$ cat config.mk
export PLATFORM = sky130hd
export DESIGN_NAME = tft_frame_timing
export DESIGN_NICKNAME = d
export VERILOG_FILES = /design/src/hdl/tft_pkg.sv /design/src/hdl/tft_frame_timing.sv /design/src/hdl/tft_lane_group.sv
export SDC_FILE = /design/constraint.sdc
export NUM_CORES = 1
export LEC_CHECK = 0
export BUFFER_PORTS_ARGS = -buffer_cell sky130_fd_sc_hd__buf_2
export CELL_PAD_IN_SITES_DETAIL_PLACEMENT = 1
export CELL_PAD_IN_SITES_GLOBAL_PLACEMENT = 1
export CORE_MARGIN = 2
export CORE_UTILIZATION = 35
export DETAILED_ROUTE_END_ITERATION = 10
export PLACE_DENSITY = 0.84
export SYNTH_ARGS = -nofsm -noshare
export SYNTH_HDL_FRONTEND = slang
export SYNTH_SLANG_ARGS = --single-unit
$ cat constraint.sdc
create_clock -name i_clk -period 3 [get_ports i_clk]
set_clock_uncertainty 0.05 [all_clocks]
set_input_delay 0.3 -clock i_clk [delete_from_list [all_inputs] [get_ports i_clk]]
set_output_delay 0.3 -clock i_clk [all_outputs]
set_load 0.005 [all_outputs]
$ cat src/hdl/tft_pkg.sv
/*
  Shared constants and types for the TDM frame timing front end.
  Assumes one system clock at 125 MHz that samples the master clock, the frame pulse
  and the serial streams as ordinary synchronous inputs.
*/
// Behaviour
// Accept the 8.192 MHz master clock; frame boundary on the selected input edge.
// Accept an input frame pulse one or two master periods wide, chosen by width bit.
// Find the frame-pulse polarity style from the input itself, with no setting.
// The far end aligns every input stream to master clock and frame pulse.
// Generate an 8.192 MHz clock whose selected edge meets the output frame boundary.
// Emit an 8 kHz frame pulse, 122 or 244 ns, in the detected style.
// Emit a 16.384 MHz clock and 8 kHz pulse, 61 or 122 ns, polarity-aligned.
// Drive all output streams aligned to the generated clocks and frame pulses.
// Streams carry 256, 128, 64 or 32 channels at 16, 8, 4 or 2 Mbps.
// Thirty-two backplane and thirty-two local input streams share one frame timing.
// Bit and channel counters start at the frame boundary; eight bits per channel.
package tft_pkg;

  // ==========================================================================
  // Stream geometry
  localparam int STREAMS = 32;
  localparam int BITS_PER_CHANNEL = 8;
  localparam int MC_W = 10;               // Master periods per frame are 1024.
  localparam int IDX_W = MC_W + 1;        // Half-period bit index at 16 Mbps.
  localparam int CHAN_W = 8;
  localparam int BIT_W = 3;

  // ==========================================================================
  // Timing figures
  localparam int MCLK_HALF_NS = 61;       // Half period of 8.192 MHz.
  localparam int FP_NARROW_NS = 122;
  localparam int FP_WIDE_NS = 244;
  localparam int FP16_NARROW_NS = 61;
  localparam int FP16_WIDE_NS = 122;
  // Pulse widths as counts of master clock half periods.
  localparam logic [2:0] W8_NARROW = 3'(FP_NARROW_NS / MCLK_HALF_NS);
  localparam logic [2:0] W8_WIDE = 3'(FP_WIDE_NS / MCLK_HALF_NS);
  localparam logic [2:0] W16_NARROW = 3'(FP16_NARROW_NS / MCLK_HALF_NS);
  localparam logic [2:0] W16_WIDE = 3'(FP16_WIDE_NS / MCLK_HALF_NS);
  // Input pulse width in master periods.
  localparam logic [1:0] WIN_NARROW = 2'(FP_NARROW_NS / (2 * MCLK_HALF_NS));
  localparam logic [1:0] WIN_WIDE = 2'(FP_WIDE_NS / (2 * MCLK_HALF_NS));
  // Run of equal samples after the first that, matched once more, marks the idle level of the frame pulse.
  localparam logic [1:0] IDLE_RUN = 2'h3;
  localparam logic [2:0] EDGE_SAT = 3'h7;
  localparam logic [7:0] HP_SAT = 8'hff;

  // ==========================================================================
  // Stream rate codes
  localparam logic [1:0] RATE_2M = 2'h0;
  localparam logic [1:0] RATE_4M = 2'h1;
  localparam logic [1:0] RATE_8M = 2'h2;
  localparam logic [1:0] RATE_16M = 2'h3;

  typedef enum logic [0:0] {
    DET_SEARCH,
    DET_LOCKED
  } tft_det_type;

endpackage
$ cat src/hdl/tft_frame_timing.sv
/*
  Frame timing front end: master clock edge detection, frame-pulse style detection,
  frame boundary, bit and channel counters, output clocks and frame pulses, and the
  backplane and local stream lanes.
  Assumes all inputs are synchronous to i_clk, which runs far faster than the
  8.192 MHz master clock so every master edge is seen as a level change.
*/
`timescale 1ns/100ps
module tft_frame_timing (
  input  wire logic                        i_clk,
  input  wire logic                        i_rst,
  input  wire logic                        i_ce,
  input  wire logic                        i_master_clock_in,
  input  wire logic                        i_frame_pulse_in,
  input  wire logic                        i_input_clock_edge_select,
  input  wire logic                        i_frame_pulse_width_select,
  input  wire logic                        i_output_clock_edge_select,
  input  wire logic [1:0]                  i_stream_rate,
  input  wire logic [tft_pkg::STREAMS-1:0] i_backplane_serial_in,
  input  wire logic [tft_pkg::STREAMS-1:0] i_local_serial_in,
  input  wire logic [tft_pkg::STREAMS-1:0] i_backplane_tx_bits,
  input  wire logic [tft_pkg::STREAMS-1:0] i_local_tx_bits,
  output logic      [tft_pkg::STREAMS-1:0] o_backplane_rx_bits,
  output logic      [tft_pkg::STREAMS-1:0] o_local_rx_bits,
  output logic      [tft_pkg::STREAMS-1:0] o_backplane_serial_out,
  output logic      [tft_pkg::STREAMS-1:0] o_local_serial_out,
  output logic                             o_clock_out_8m,
  output logic                             o_frame_pulse_out_8m,
  output logic                             o_clock_out_16m,
  output logic                             o_frame_pulse_out_16m,
  output logic                             o_style_active_high,
  output logic                             o_locked,
  output logic                             o_frame_start,
  output logic                             o_bit_strobe,
  output logic      [tft_pkg::CHAN_W-1:0]  o_channel,
  output logic      [tft_pkg::BIT_W-1:0]   o_bit
);

  // ==========================================================================
  // State
  typedef struct packed {
    tft_pkg::tft_det_type      det;
    logic                      mclk_prev;
    logic                      fp_last;
    logic [1:0]                run;
    logic                      idle_lvl;
    logic [1:0]                act_run;
    logic [7:0]                hp_cnt;
    logic [7:0]                hp_len;
    logic [tft_pkg::MC_W-1:0]  mc;
    logic                      half;
    logic [2:0]                e_cnt;
    logic                      framed;
    logic                      c8;
    logic                      c16;
    logic                      fp8;
    logic                      fp16;
    logic                      frame_start;
    logic                      strobe;
    logic [tft_pkg::CHAN_W-1:0] chan;
    logic [tft_pkg::BIT_W-1:0] bitn;
  } tft_state_type;

  tft_state_type st_reg;
  tft_state_type st_next;

  logic                       edge_seen;
  logic                       sel_edge;
  logic                       mid_point;
  logic                       fp_active;
  logic                       boundary;
  logic [1:0]                 win;
  logic [2:0]                 w8;
  logic [2:0]                 w16;
  logic [1:0]                 shift;
  logic [tft_pkg::IDX_W-1:0]  idx;
  logic [tft_pkg::IDX_W-1:0]  low_mask;
  logic [tft_pkg::IDX_W-1:0]  bit_index;

  // ==========================================================================
  // Edge and pulse decoding
  always_comb begin
    edge_seen = i_master_clock_in != st_reg.mclk_prev;
    // The boundary edge is rising when the select bit is high, falling when low.
    sel_edge = edge_seen && (i_master_clock_in == i_input_clock_edge_select);
    // Toggle one cycle early, since the registered 16 MHz clock shows the toggle a cycle late.
    mid_point = !edge_seen && (st_reg.hp_len > 8'h1) && ((st_reg.hp_cnt + 8'h1) == (st_reg.hp_len >> 1));
    win = i_frame_pulse_width_select ? tft_pkg::WIN_WIDE : tft_pkg::WIN_NARROW;
    w8 = i_frame_pulse_width_select ? tft_pkg::W8_WIDE : tft_pkg::W8_NARROW;
    w16 = i_frame_pulse_width_select ? tft_pkg::W16_WIDE : tft_pkg::W16_NARROW;
    fp_active = (st_reg.det == tft_pkg::DET_LOCKED) && (i_frame_pulse_in != st_reg.idle_lvl);
    boundary = sel_edge && fp_active && ((st_reg.act_run + 2'h1) == win);
    unique case (i_stream_rate)
      tft_pkg::RATE_2M:  shift = 2'h3;
      tft_pkg::RATE_4M:  shift = 2'h2;
      tft_pkg::RATE_8M:  shift = 2'h1;
      tft_pkg::RATE_16M: shift = 2'h0;
    endcase
    low_mask = tft_pkg::IDX_W'((1 << shift) - 1);
  end

  // ==========================================================================
  // Next state
  always_comb begin
    st_next = st_reg;
    st_next.mclk_prev = i_master_clock_in;
    st_next.frame_start = 1'b0;
    st_next.strobe = 1'b0;
    idx = {st_reg.mc, st_reg.half};
    bit_index = '0;

    // Half-period measure drives the mid-point toggle of the 16 MHz clock.
    if (edge_seen) begin
      st_next.hp_cnt = 8'h0;
      st_next.hp_len = st_reg.hp_cnt + 8'h1;
    end else if (st_reg.hp_cnt != tft_pkg::HP_SAT) begin
      st_next.hp_cnt = st_reg.hp_cnt + 8'h1;
    end

    // Style detection: a level held several boundary edges running is the idle level.
    if (sel_edge) begin
      st_next.fp_last = i_frame_pulse_in;
      if (i_frame_pulse_in == st_reg.fp_last) begin
        if (st_reg.run != tft_pkg::IDLE_RUN) begin
          st_next.run = st_reg.run + 2'h1;
        end
      end else begin
        st_next.run = 2'h0;
      end
      if (st_reg.run == tft_pkg::IDLE_RUN && i_frame_pulse_in == st_reg.fp_last) begin
        st_next.idle_lvl = i_frame_pulse_in;
        st_next.det = tft_pkg::DET_LOCKED;
      end
      st_next.act_run = fp_active ? st_reg.act_run + 2'h1 : 2'h0;
    end

    // Counters restart on the boundary edge.
    if (boundary) begin
      st_next.mc = '0;
      st_next.half = 1'b0;
      st_next.e_cnt = 3'h0;
      st_next.framed = 1'b1;
      st_next.frame_start = 1'b1;
      st_next.act_run = 2'h0;
    end else if (edge_seen) begin
      st_next.half = !sel_edge;
      if (sel_edge) begin
        st_next.mc = st_reg.mc + tft_pkg::MC_W'(1);
      end
      if (st_reg.e_cnt != tft_pkg::EDGE_SAT) begin
        st_next.e_cnt = st_reg.e_cnt + 3'h1;
      end
    end

    if (edge_seen && st_reg.framed || boundary) begin
      idx = {st_next.mc, st_next.half};
      bit_index = idx >> shift;
      st_next.strobe = (idx & low_mask) == '0;
      st_next.chan = bit_index[tft_pkg::IDX_W-1:tft_pkg::BIT_W];
      st_next.bitn = bit_index[tft_pkg::BIT_W-1:0];
    end

    // Output clocks track the input so the chosen output edge lands on the boundary.
    st_next.c8 = i_master_clock_in ^ i_input_clock_edge_select ^ i_output_clock_edge_select;
    if (edge_seen) begin
      // Each master half period is one whole 16 MHz period, so every master edge restarts it.
      st_next.c16 = i_output_clock_edge_select;
    end else if (mid_point) begin
      st_next.c16 = !st_reg.c16;
    end

    // Output pulses are active low unless the input style was found active high.
    st_next.fp8 = (st_next.framed && st_next.e_cnt < w8) ? !st_reg.idle_lvl : st_reg.idle_lvl;
    st_next.fp16 = (st_next.framed && st_next.e_cnt < w16) ? !st_reg.idle_lvl : st_reg.idle_lvl;
  end

  always_ff @(posedge i_clk) begin
    if (i_rst) begin
      // Priming the edge detector with the pin avoids a false master edge just after reset.
      st_reg <= '{det: tft_pkg::DET_SEARCH, idle_lvl: 1'b1, fp8: 1'b1, fp16: 1'b1, fp_last: 1'b1,
                  mclk_prev: i_master_clock_in, default: '0};
    end else if (i_ce) begin
      st_reg <= st_next;
    end
  end

  // ==========================================================================
  // Stream lanes: both sides share one strobe so all 64 streams stay in step.
  tft_lane_group #(.WIDTH(tft_pkg::STREAMS)) u_backplane (
    .i_clk        (i_clk),
    .i_rst        (i_rst),
    .i_ce         (i_ce),
    .i_strobe     (st_reg.strobe),
    .i_serial_in  (i_backplane_serial_in),
    .i_tx_bits    (i_backplane_tx_bits),
    .o_rx_bits    (o_backplane_rx_bits),
    .o_serial_out (o_backplane_serial_out)
  );

  tft_lane_group #(.WIDTH(tft_pkg::STREAMS)) u_local (
    .i_clk        (i_clk),
    .i_rst        (i_rst),
    .i_ce         (i_ce),
    .i_strobe     (st_reg.strobe),
    .i_serial_in  (i_local_serial_in),
    .i_tx_bits    (i_local_tx_bits),
    .o_rx_bits    (o_local_rx_bits),
    .o_serial_out (o_local_serial_out)
  );

  assign o_clock_out_8m = st_reg.c8;
  assign o_clock_out_16m = st_reg.c16;
  assign o_frame_pulse_out_8m = st_reg.fp8;
  assign o_frame_pulse_out_16m = st_reg.fp16;
  assign o_style_active_high = !st_reg.idle_lvl;
  assign o_locked = st_reg.det == tft_pkg::DET_LOCKED;
  assign o_frame_start = st_reg.frame_start;
  assign o_bit_strobe = st_reg.strobe;
  assign o_channel = st_reg.chan;
  assign o_bit = st_reg.bitn;
endmodule // tft_frame_timing

$ cat src/hdl/tft_lane_group.sv
/*
  One group of serial lanes: samples the input streams and registers the output
  streams on a shared bit strobe.
  Assumes the strobe is a one-cycle pulse from the frame timing counters.
*/
`timescale 1ns/100ps
module tft_lane_group #(
  parameter int WIDTH = 32
) (
  input  wire logic             i_clk,
  input  wire logic             i_rst,
  input  wire logic             i_ce,
  input  wire logic             i_strobe,
  input  wire logic [WIDTH-1:0] i_serial_in,
  input  wire logic [WIDTH-1:0] i_tx_bits,
  output logic      [WIDTH-1:0] o_rx_bits,
  output logic      [WIDTH-1:0] o_serial_out
);

  typedef struct packed {
    logic [WIDTH-1:0] rx;
    logic [WIDTH-1:0] out;
  } tft_lane_type;

  tft_lane_type st_reg;
  tft_lane_type st_next;

  always_comb begin
    st_next = st_reg;
    if (i_strobe) begin
      st_next.rx = i_serial_in;
      st_next.out = i_tx_bits;
    end
  end

  always_ff @(posedge i_clk) begin
    if (i_rst) begin
      st_reg <= '0;
    end else if (i_ce) begin
      st_reg <= st_next;
    end
  end

  assign o_rx_bits = st_reg.rx;
  assign o_serial_out = st_reg.out;
endmodule // tft_lane_group

==> results of run 1 <==
==> cell usage in the layout, fill, tap and decap left out, types with 5 or more instances in the layout <==
cell type,n
o21ai_0,14
nor3_1,12
dfxtp_1,182
or3_1,5
nor2_1,53
inv_8,6
o21ai_1,5
xnor2_1,17
nand2b_1,5
a31oi_1,6
xor2_1,9
buf_4,13
inv_1,12
buf_2,283
mux2i_1,12
a211oi_1,11
nand3b_1,7
nand2_1,297
ha_1,7
clkbuf_16,17
nand3_1,10
a21oi_1,164
==> final cells by class <==
| cell class | instances | area share [%] |
|---|---|---|
| clock buffers | 17 | 4.31 |
| flip-flops and latches | 183 | 37.2 |
| clock inverters | 14 | 1.53 |
| repair buffers | 300 | 16.1 |
| multi-input cells | 703 | 36.8 |
| well taps | 280 | 3.55 |
| diodes | 4 | 0.101 |
| inverters | 12 | 0.456 |
==> metrics by stage <==
| stage | instance area (um^2) | hold WS, ns | setup WS [ns] | utilization [%] |
|---|---|---|---|---|
| after floorplan | 7710 | 0.371 | 0.434 | - |
| after global placement | 9290 | 0.388 | 0.511 | 42.8 |
| after detailed placement | 9290 | 0.393 | 0.378 | 42.8 |
| after CTS | 9870 | 0.0249 | 0.395 | 45.5 |
| after global routing | 9880 | 0.0430 | 0.131 | 45.5 |
| final | 9880 | 0.0415 | 0.355 | 45.5 |
==> power breakdown <==
group | total, mW | leakage (nW) | internal [mW] | switching, mW
clock | 2.22 | 0.281 | 1.11 | 1.10
sequential | 2.47 | 1.48 | 2.45 | 0.0229
combinational | 0.366 | 2.36 | 0.157 | 0.209
==> how the worst min path moves through the flow <==
stage,to,slack [ns]
after global routing,u_backplane.o_serial_out[28]$_SDFFE_PP0P_,0.04
after CTS,u_local.o_rx_bits[10]$_SDFFE_PP0P_,0.02
after detailed placement,u_local.o_serial_out[16]$_SDFFE_PP0P_,0.39
after floorplan,st_reg[53]$_SDFFE_PP1P_,0.37
final,u_local.o_rx_bits[10]$_SDFFE_PP0P_,0.04
after global placement,u_local.o_serial_out[30]$_SDFFE_PP0P_,0.39
==> worst max-delay path: stages, from the launching register on <==
cell	delay, ns
edfxtp_1	0.47
nor3b_1	0.36
nor2_1	0.18
nor2_1	0.27
buf_4	0.28
o21ai_1	0.23
or3_1	0.41
o32ai_1	0.29
==> cell families after synthesis <==
family | after synthesis
fa+ha+maj | 7
buf+inv | 93
simple gates | 416
xor+xnor | 28
flops | 183
mux | 13
compound gates | 239
==> layer usage <==
| metal | global-route usage [%] | vias up | share of wire (%) |
|---|---|---|---|
| met1 | 26.3 | 3670 | 42 |
| met5 | 0 | - | 0 |
| met4 | 9.79 | 0 | 3.8 |
| met3 | 4.89 | 59 | 5.0 |
| met2 | 38.9 | 229 | 49 |
| li1 | - | 3760 | - |
==> impl_summary.txt, run 1 <==
----------------------------------------------------
[Yosys]
  Compound-cell area share of the yosys netlist ... ~18%
  Dominant register cell in the synthesized netlist ... dfxtp_1
  Xor and xnor fraction of the mapped netlist area ... 3.54%
  Dominant combinational cell family by area after synthesis ... simple AND/OR/NAND/NOR gates
  Async SR Flop Fraction ... 0%
  Mean instance size in the synthesized netlist ... 7.87 um^2
  EDFF count, synth ... 1
  Flip-flop and latch count after synthesis ... 183
  Top cells by instance count after synthesis ... 298 x nand2_1, 182 x dfxtp_1, 164 x a21oi_1
  Post-synthesis share of cell area spent on and, or, nand and nor gates ... around 22%
  Total number of yosys warnings ... 0
  Cell area after synthesis ... 7710 um^2
  Post-synthesis mux area share ... under 10%
  Post-synthesis cell type with the largest combined area ... dfxtp_1
  Fraction of the mapped netlist area in adder cells ... 1.14%
  Number of library cell types mapped by synthesis ... between 60 and 70
  Top cells by area in the synthesized netlist ... dfxtp_1 47%, nand2_1 15%, a21oi_1 11%
  Area share of the largest cell type after synthesis ... 47.3%
  Synthesized netlist net count ... 1124
  Sequential element share of the synthesized area ... 47.7%
  Number of instances in the synthesized netlist ... about 980
  Cell with the most instances after synthesis ... nand2_1

[Floorplanning]
  Floorplan die width ... 152 um
  Standard cell core area ... 21700 um^2
  Num ports ... 285
  Count of standard-cell rows ... 54
  Die footprint ... 23200 um^2
  Vertical extent of the die ... 152 um
  Starting density of the core ... 35.5%

[Clock network]
  Clock Path Buffers ... 2
  Depth of the CTS H-tree ... 4
  Clock tree from TritonCTS ... yes
  Number of instances resized during post-cts repair ... 0
  Clock tree root driver cell ... clkbuf_16
  Post-CTS clock slew at the launch and capture registers of the worst setup and hold paths ... roughly 0.090 ns
  Number of clock sinks seen by CTS ... 183
  Hold buffer count at cts ... 0
  Buffers inserted during post-CTS setup optimization ... 0
  Number of CTS-inserted buffers ... 17
  Clock latency on the worst-skew pair ... 0.43 ns

[Route]
  Vias post-DR ... 7718
  Detail-routed via count per cell ... approximately 5
  First-pass iteration count of the detailed router ... 4
  Remaining number of nets flagged by the antenna check after routing ... 0
  Detailed-route wire length ... around 26000 um
  Number of design-rule violations left by the first detailed-router iteration ... 390
  DRC violations left ... 0
  Avg WL per Cell ... 17.4 um

[Timing]
  Setup tns final ... 0 ns
  Final number of setup-violating endpoints ... 0
  Share of the clock period used by the worst path ... 88.2%
  Final Hold Viols ... 0
  Final critical-path required period ... 2.65 ns
  Final Slew Violations ... 0
  RSZ-0062 raised after global routing ... no
  Slew @ Worst Pin ... a little over 0.7 ns
  Worst slew margin ... 51.5%
  Highest achievable clock rate ... 378 MHz

[Status]
  Outcome ... completed

[Setup path]
  Highest net fanout along the worst path ... 17
  Worst setup path category ... reg -> reg
  Data arrival time of the critical path ... 2.92 ns
  Reg-to-Reg End ... o_channel[1]$_SDFFE_PP0P_
  Element type at the critical path end ... flop
  Launch instance of the worst register-to-register path ... st_reg[54]$_DFFE_PP_
  Data required time of the worst path ... around 3.3 ns
  R2R setup slack ... 0.35 ns
  Worst-case reg-to-reg path depth ... 7
  Launch point of the worst path ... st_reg[54]$_DFFE_PP_
  Worst setup path end ... o_channel[1]$_SDFFE_PP0P_
  Element type at the critical path start ... flop

[Global route]
  Via count of the first global-routing pass ... 7660
  Largest net degree at the start of global routing ... 87
  First-pass GRT wire length ... approximately 42000 um
  Overflow after GRT ... 0
  Initial antenna violation count ... 4
  Aggregate global-route resource usage ... 22.3%

[Placed design]
  Number of port buffers ... 284
  DP Cell Count ... 1478
  Final HPWL DP ... 19000 um
  Final RePlAce weighted congestion ... 0.851

[Final layout]
  Proportion of layout cells with a drive suffix above 1 ... 27.7%
  # nets final ... 1362
  Number of flip-flops under the largest register name ... 37
  Synth-to-layout area growth ... 28.2%
  Multi-input gate area in the final layout ... 3630 um^2
  Register area ... approximately 3700 um^2
  Final non-filler cell total ... 1513
  Layout fillers ... 2720

[Min path]
  Hold crit path type ... in -> reg
  Worst hold path cell count ... 3
  Hold Crit Start ... i_local_serial_in[10]

[Job]
  Max-cap violations ... 0

[Power and ir drop]
  Power density of the placed cells ... 512 nW/um^2
  Maximum resistive drop on vdd ... 0.000321 V
  Cell leakage power ... 4.12 nW
  Final Power ... approximately 5.1 mW

----------------------------------------------------
Note: power is estimated with default switching activity, not from simulation.
==> inputs of run 2 (changes only) <==
--- a/config.mk
+++ b/config.mk
@@ -9,9 +9,11 @@
 export CELL_PAD_IN_SITES_DETAIL_PLACEMENT = 1
 export CELL_PAD_IN_SITES_GLOBAL_PLACEMENT = 1
 export CORE_MARGIN = 2
-export CORE_UTILIZATION = 35
+export CORE_UTILIZATION = 36
+export CTS_BUF_LIST = sky130_fd_sc_hd__clkbuf_2 sky130_fd_sc_hd__clkbuf_4 sky130_fd_sc_hd__clkbuf_8
 export DETAILED_ROUTE_END_ITERATION = 10
-export PLACE_DENSITY = 0.84
+export PLACE_DENSITY = 0.86
+export SLEW_MARGIN = 0
 export SYNTH_ARGS = -nofsm -noshare
 export SYNTH_HDL_FRONTEND = slang
 export SYNTH_SLANG_ARGS = --single-unit
==> run 2 against run 1 <==
  * Critical path depth unchanged
  * Register-to-register slack got worse by 0.05 ns
  * First-iteration DRC count decreased by 6.2%
  * Clock power decreased by 20%
  * Final cell count increased by 5.9%
  * Final area increased by 7.8%
  * Largest cell class unchanged
  * Largest power group unchanged
==> impl_summary.txt, run 2 (synthesis gave the netlist of run 1 again) <==
----------------------------------------------------
[Final layout]
  Most frequent standard cell in the layout excluding fill and tap cells ... nand2_1
  Number of flip-flops under the largest register name ... 37
  # nets final ... roughly 1.5k
  Proportion of layout cells with a drive suffix above 1 ... 25.7%
  Layout fillers ... 2591
  Synth-to-layout area growth ... 38.1%
  Highest-count cells in the layout ignoring fill and taps ... 297 x nand2_1, 283 x buf_2, 182 x dfxtp_1

[Timing]
  RSZ-0062 raised after global routing ... no
  Share of the clock period used by the worst path ... 89.8%
  Highest achievable clock rate ... 371 MHz
  Slew @ Worst Pin ... 0.763 ns
  Final critical-path required period ... around 2.7 ns
  Worst slew margin ... 49.1%
  Setup tns final ... 0 ns
  Post-Route Hold Slack ... 0.0297 ns
  Final number of setup-violating endpoints ... 0
  Final Slew Violations ... 0
  Final Hold Viols ... 0

[Floorplanning]
  Floorplan die width ... 150 um
  Standard cell core area ... between 20000 and 25000 um^2
  Starting density of the core ... 36.7%
  Vertical extent of the die ... about 150 um
  Num ports ... 285
  Die footprint ... 22600 um^2
  Count of standard-cell rows ... 53

[Power and ir drop]
  Maximum resistive drop on vdd ... approximately 0.00027 V
  Power density of the placed cells ... 444 nW/um^2
  Switching power total ... 1.37 mW
  Power Internal ... approximately 3.4 mW
  Switching part of the total power ... 28.9%
  Relative contribution of sequential cells to total power ... 52.4%
  Proportion of power drawn by combinational gates ... 10.1%
  Share of power burned in the clock network ... 37.5%
  Cell leakage power ... 4.43 nW

[Route]
  Avg WL per Cell ... about 20 um
  Number of design-rule violations left by the first detailed-router iteration ... 366
  Remaining number of nets flagged by the antenna check after routing ... 0
  DRC violations left ... 0
  Vias post-DR ... 8378
  Detailed-route wire length ... between 30000 and 40000 um
  First-pass iteration count of the detailed router ... 5
  Detail-routed via count per cell ... 5.23

[Clock network]
  Clock tree from TritonCTS ... yes
  Number of clock sinks seen by CTS ... ~180
  Number of instances resized during post-cts repair ... 0
  Clock latency on the worst-skew pair ... 0.47 ns
  Depth of the CTS H-tree ... 4
  Clock Path Buffers ... 2
  Number of CTS-inserted buffers ... 17
  Clock tree root driver cell ... clkbuf_8
  Post-CTS clock slew at the launch and capture registers of the worst setup and hold paths ... 0.11 ns

[Setup path]
  Worst-case reg-to-reg path depth ... 7
  Launch point of the worst path ... st_reg[54]$_DFFE_PP_
  Data arrival time of the critical path ... 3.03 ns
  Reg-to-Reg End ... o_channel[1]$_SDFFE_PP0P_
  Highest net fanout along the worst path ... 13
  Element type at the critical path end ... flop
  Element type at the critical path start ... flop
  R2R setup slack ... 0.31 ns
  Worst setup path category ... reg -> reg
  Data required time of the worst path ... 3.33 ns
  Launch instance of the worst register-to-register path ... st_reg[54]$_DFFE_PP_

[Status]
  Outcome ... completed

[Global route]
  Overflow after GRT ... 0
  Initial antenna violation count ... 3
  Largest net degree at the start of global routing ... 96
  Aggregate global-route resource usage ... around 27%
  First-pass GRT wire length ... 47000 um
  Via count of the first global-routing pass ... 8699

[Placed design]
  Number of port buffers ... 284
  Final RePlAce weighted congestion ... 0.797
  Final HPWL DP ... between 15000 and 20000 um

[Job]
  Max-cap violations ... 0

[Min path]
  Hold crit path type ... in -> reg
  Worst hold path cell count ... 3
  Endpoint with the worst hold slack ... u_local.o_rx_bits[26]$_SDFFE_PP0P_
  Hold Crit Start ... i_local_serial_in[26]

----------------------------------------------------
==> run 2: cell count changes in the layout (fill, tap and decap cells not counted), sizes merged <==
cell and change:
buf -1, clkbuf +1, clkinv +3, clkinvlp -1, diode +1, dlygate4sd3 +94, inv -2
==> run 2: power by group through the flow <==
stage	Combinational (mW)	Clock, mW	Sequential (mW)
2_1_floorplan	0.204	0	2.52
3_3_place_gp	0.352	0	2.53
3_5_place_dp	0.362	0	2.53
4_1_cts	0.463	1.81	2.48
5_1_grt	0.517	1.91	2.48
6_report	0.475	1.77	2.48
==> run 2: timing repair <==
item                      4_1_cts  5_1_grt
hold buffers                   94        0
setup buffers                   0        0
hold endpoints to repair       94        0
==> run 2: worst max-delay path, cell delays in order, from the launching register on <==
cell and delay [ns]:
edfxtp_1 0.46, nor3b_1 0.44, nor2_1 0.21, nor2_1 0.27, buf_4 0.27, o21ai_1 0.23
or3_1 0.42, o32ai_1 0.27
==> run 2: worst max path at each step <==
stage | end | slack, ns
global route | o_channel[1]$_SDFFE_PP0P_ | 0.05
CTS | o_channel[1]$_SDFFE_PP0P_ | 0.37
finish | o_channel[1]$_SDFFE_PP0P_ | 0.31
detailed placement | o_channel[1]$_SDFFE_PP0P_ | 0.40
global placement | o_channel[1]$_SDFFE_PP0P_ | 0.50
floorplan | o_frame_pulse_out_16m$_SDFFE_PP1P_ | 0.43
==> run 2: layout make-up <==
cell class	instances	area, um^2	share of cell area, %
flip-flops and latches	183	3670	34.5
diodes	5	12.5	0.118
well taps	275	344	3.23
clock inverters	14	178	1.67
repair buffers	393	2510	23.6
clock buffers	18	248	2.33
multi-input cells	703	3630	34.2
inverters	12	45.0	0.423
==> run 2: routing by layer <==
| layer | track usage [%] | part of all wire, % | vias up |
|---|---|---|---|
| li1 | - | - | 3947 |
| met1 | 28.5 | 38 | 3989 |
| met2 | 47.4 | 50 | 327 |
| met3 | 7.33 | 6.6 | 115 |
| met4 | 15.5 | 5.2 | 0 |
| met5 | 0 | 0 | - |
==> run 2: metrics by stage <==
stage | instance area (um^2) | util, % | total power [mW] | worst slack [ns] | std cells
after floorplan | 7710 | - | 2.73 | 0.434 | 979
after global placement | 9260 | 44.1 | 2.88 | 0.498 | 1472
after detailed placement | 9260 | 44.1 | 2.89 | 0.400 | 1472
after CTS | 10600 | 50.6 | 4.75 | 0.371 | 1598
after global routing | 10600 | 50.6 | 4.91 | 0.0543 | 1601
final | 10600 | 50.6 | 4.72 | 0.307 | 1603
==> inputs of run 3 (changes only) <==
--- a/config.mk
+++ b/config.mk
@@ -13,6 +13,7 @@
 export CTS_BUF_LIST = sky130_fd_sc_hd__clkbuf_2 sky130_fd_sc_hd__clkbuf_4 sky130_fd_sc_hd__clkbuf_8
 export DETAILED_ROUTE_END_ITERATION = 10
 export PLACE_DENSITY = 0.86
+export RECOVER_POWER = 25
 export SLEW_MARGIN = 0
 export SYNTH_ARGS = -nofsm -noshare
 export SYNTH_HDL_FRONTEND = slang
==> run 3 against run 2 <==
  * Sequential power is essentially flat
  * Combinational power about the same
  * Clock-buffer cell count unchanged
  * Fmax hardly changed
  * Global-route usage did not move
  * Sequential share of layout area up 0.29 points
  * Clock power about the same
  * The flow now finishes with violations (max-capacitance violations, max-slew violations)
  * Non-clock buffer count stayed put
  * Largest cell class unchanged
  * Critical path type unchanged
  * Final area decreased by 0.85%
  * Via count down 0.63%
  * Routed wire length shrank 0.15%
  * Flip-flop and latch count unchanged
==> impl_summary.txt, run 3 (synthesis gave the netlist of run 1 again) <==
----------------------------------------------------
[Status]
  Outcome ... finished with violations
  Violated checks ... max-capacitance violations, max-slew violations

[Clock network]
  Number of CTS-inserted buffers ... 17
  Clock tree root driver cell ... clkbuf_8
  Clock latency on the worst-skew pair ... 0.47 ns
  Depth of the CTS H-tree ... 4
  Post-CTS clock slew at the launch and capture registers of the worst setup and hold paths ... 0.12 ns
  Number of clock sinks seen by CTS ... 183
  Clock tree from TritonCTS ... yes
  Clock Path Buffers ... 2

[Final layout]
  Most frequent standard cell in the layout excluding fill and tap cells ... nand2_1
  Proportion of layout cells with a drive suffix above 1 ... 20.6%
  Final Core Density ... between 50% and 60%
  Post-layout instance area ... between 10000 and 15000 um^2
  Synth-to-layout area growth ... 36.9%
  Number of flip-flops under the largest register name ... 37
  Highest-count cells in the layout ignoring fill and taps ... 297 x nand2_1, 216 x buf_2, 182 x dfxtp_1
  # nets final ... approximately 1.5k
  Layout fillers ... 2630

[Timing]
  Final Hold Viols ... 0
  Setup tns final ... 0 ns
  Final Slew Violations ... between 90 and 100
  Highest achievable clock rate ... around 370 MHz
  Share of the clock period used by the worst path ... 89.7%
  Slew @ Worst Pin ... 2.05 ns
  Final number of setup-violating endpoints ... 0
  RSZ-0062 raised after global routing ... no
  Final critical-path required period ... between 2 and 3 ns
  Worst slew margin ... -36.7%

[Setup path]
  Highest-delay cell along the critical path ... edfxtp_1
  Element type at the critical path start ... flop
  Worst setup path category ... reg -> reg
  Top cell by count, worst path ... nor2_1
  R2R setup slack ... 0.31 ns
  Worst-case reg-to-reg path depth ... 7
  Critical path's largest stage delay ... 0.46 ns
  Data arrival time of the critical path ... 3.02 ns
  Highest net fanout along the worst path ... 13
  Element type at the critical path end ... flop
  Launch instance of the worst register-to-register path ... st_reg[54]$_DFFE_PP_
  Number of buffers and inverters on the critical path ... 1
  Cell type group with the largest total delay on the critical path ... simple AND/OR/NAND/NOR gates
  Data required time of the worst path ... 3.33 ns
  Reg-to-Reg End ... o_channel[1]$_SDFFE_PP0P_
  CP Cell Sequence ... nor3b_1, nor2_1, nor2_1, buf_4, o21ai_1, or3_1, o32ai_1

[Global route]
  Via count of the first global-routing pass ... 8699
  Overflow after GRT ... 0
  Initial antenna violation count ... 3
  First-pass GRT wire length ... around 47000 um
  Aggregate global-route resource usage ... between 20% and 30%
  Largest net degree at the start of global routing ... 96

[Power and ir drop]
  Power Internal ... about 3.4 mW
  Switching part of the total power ... 28.9%
  Switching power total ... 1.37 mW
  Final Power ... 4.72 mW
  Power density of the placed cells ... 448 nW/um^2
  Cell leakage power ... between 4 and 5 nW
  Share of power burned in the clock network ... 37.5%
  Maximum resistive drop on vdd ... 0.000266 V
  Proportion of power drawn by combinational gates ... 10.1%
  Relative contribution of sequential cells to total power ... a little over half

[Floorplanning]
  Vertical extent of the die ... 150 um
  Count of standard-cell rows ... 53
  Standard cell core area ... 21000 um^2
  Num ports ... 285
  Starting density of the core ... 36.7%
  Die footprint ... 22600 um^2
  Floorplan die width ... 150 um

[Job]
  Max-cap violations ... 1

[Route]
  DRC violations left ... 0
  Detail-routed via count per cell ... 5.19
  Number of design-rule violations left by the first detailed-router iteration ... 394
  Avg WL per Cell ... around 20 um
  Vias post-DR ... between 8k and 9k
  First-pass iteration count of the detailed router ... 4
  Detailed-route wire length ... 31600 um
  Remaining number of nets flagged by the antenna check after routing ... 0

[Placed design]
  Final HPWL DP ... 19200 um
  Total cell area at the placement stage ... 9260 um^2
  Number of port buffers ... roughly 280
  Final RePlAce weighted congestion ... 0.797

[Min path]
  Hold crit path type ... in -> reg
  Worst hold path cell count ... 3
  Hold Crit Start ... i_local_serial_in[3]
  Endpoint with the worst hold slack ... u_local.o_rx_bits[3]$_SDFFE_PP0P_

----------------------------------------------------
==> run 3: cell count changes in the layout (fill, tap and decap cells not counted) <==
cell and change:
buf_1 +1, buf_2 -67, buf_6 -1, clkbuf_2 +1, clkbuf_1 +66
==> run 3: layout make-up <==
cell class / count / area, um^2 / area share, %
Inverter: 12 / 45.0 / 0.427
Sequential cell: 183 / 3670 / 34.8
Timing Repair Buffer: 393 / 2420 / 22.9
Clock inverter: 14 / 178 / 1.68
Multi-Input combinational cell: 703 / 3630 / 34.4
Antenna cell: 5 / 12.5 / 0.119
Tap cell: 275 / 344 / 3.26
Clock buffer: 18 / 248 / 2.35
==> run 3: worst register-to-register path, cell delays in order (launching register included) <==
cell	delay, ns
edfxtp_1	0.46
nor3b_1	0.43
nor2_1	0.20
nor2_1	0.27
buf_4	0.26
o21ai_1	0.23
or3_1	0.42
o32ai_1	0.27
==> run 3: worst max path at each step <==
stage | startpoint | end | slack, ns | cells after the start
after floorplan | st_reg[50]$_SDFFE_PP1P_ | o_frame_pulse_out_16m$_SDFFE_PP1P_ | 0.43 | 11
after global placement | st_reg[50]$_SDFFE_PP1P_ | o_channel[1]$_SDFFE_PP0P_ | 0.50 | 7
after detailed placement | st_reg[50]$_SDFFE_PP1P_ | o_channel[1]$_SDFFE_PP0P_ | 0.40 | 7
after CTS | st_reg[50]$_SDFFE_PP1P_ | o_channel[1]$_SDFFE_PP0P_ | 0.37 | 7
after global routing | st_reg[54]$_DFFE_PP_ | o_channel[1]$_SDFFE_PP0P_ | 0.05 | 7
final | st_reg[54]$_DFFE_PP_ | o_channel[1]$_SDFFE_PP0P_ | 0.31 | 7
==> run 3: what timing repair did <==
item	in CTS	in global routing
resized for setup	0	0
hold buffers	94	0
hold endpoints to repair	94	0
setup buffers	0	0
==> run 3: power by group through the flow <==
stage	clock network (mW)	registers, mW	logic, mW
3_5_place_dp	0	2.53	0.362
4_1_cts	1.81	2.48	0.463
2_1_floorplan	0	2.52	0.204
6_report	1.77	2.48	0.475
5_1_grt	1.91	2.48	0.517
3_3_place_gp	0	2.53	0.352
==> run 3: per-layer routing <==
| metal | vias to the layer above | GRT usage, % | part of all wire [%] |
|---|---|---|---|
| met1 | 3964 | 28.5 | 38 |
| li1 | 3947 | - | - |
| met4 | 0 | 15.5 | 5.4 |
| met2 | 298 | 47.4 | 50 |
| met5 | - | 0 | 0 |
| met3 | 116 | 7.33 | 6.3 |
==> run 3: per-stage QoR <==
| step | std cells | setup slack [ns] | hold slack (ns) |
|---|---|---|---|
| CTS | 1598 | 0.371 | 0.000224 |
| floorplan | 979 | 0.434 | 0.371 |
| finish | 1603 | 0.309 | 0.0280 |
| global route | 1601 | 0.0497 | 0.00857 |
| detailed placement | 1472 | 0.400 | 0.393 |
| global placement | 1472 | 0.498 | 0.388 |
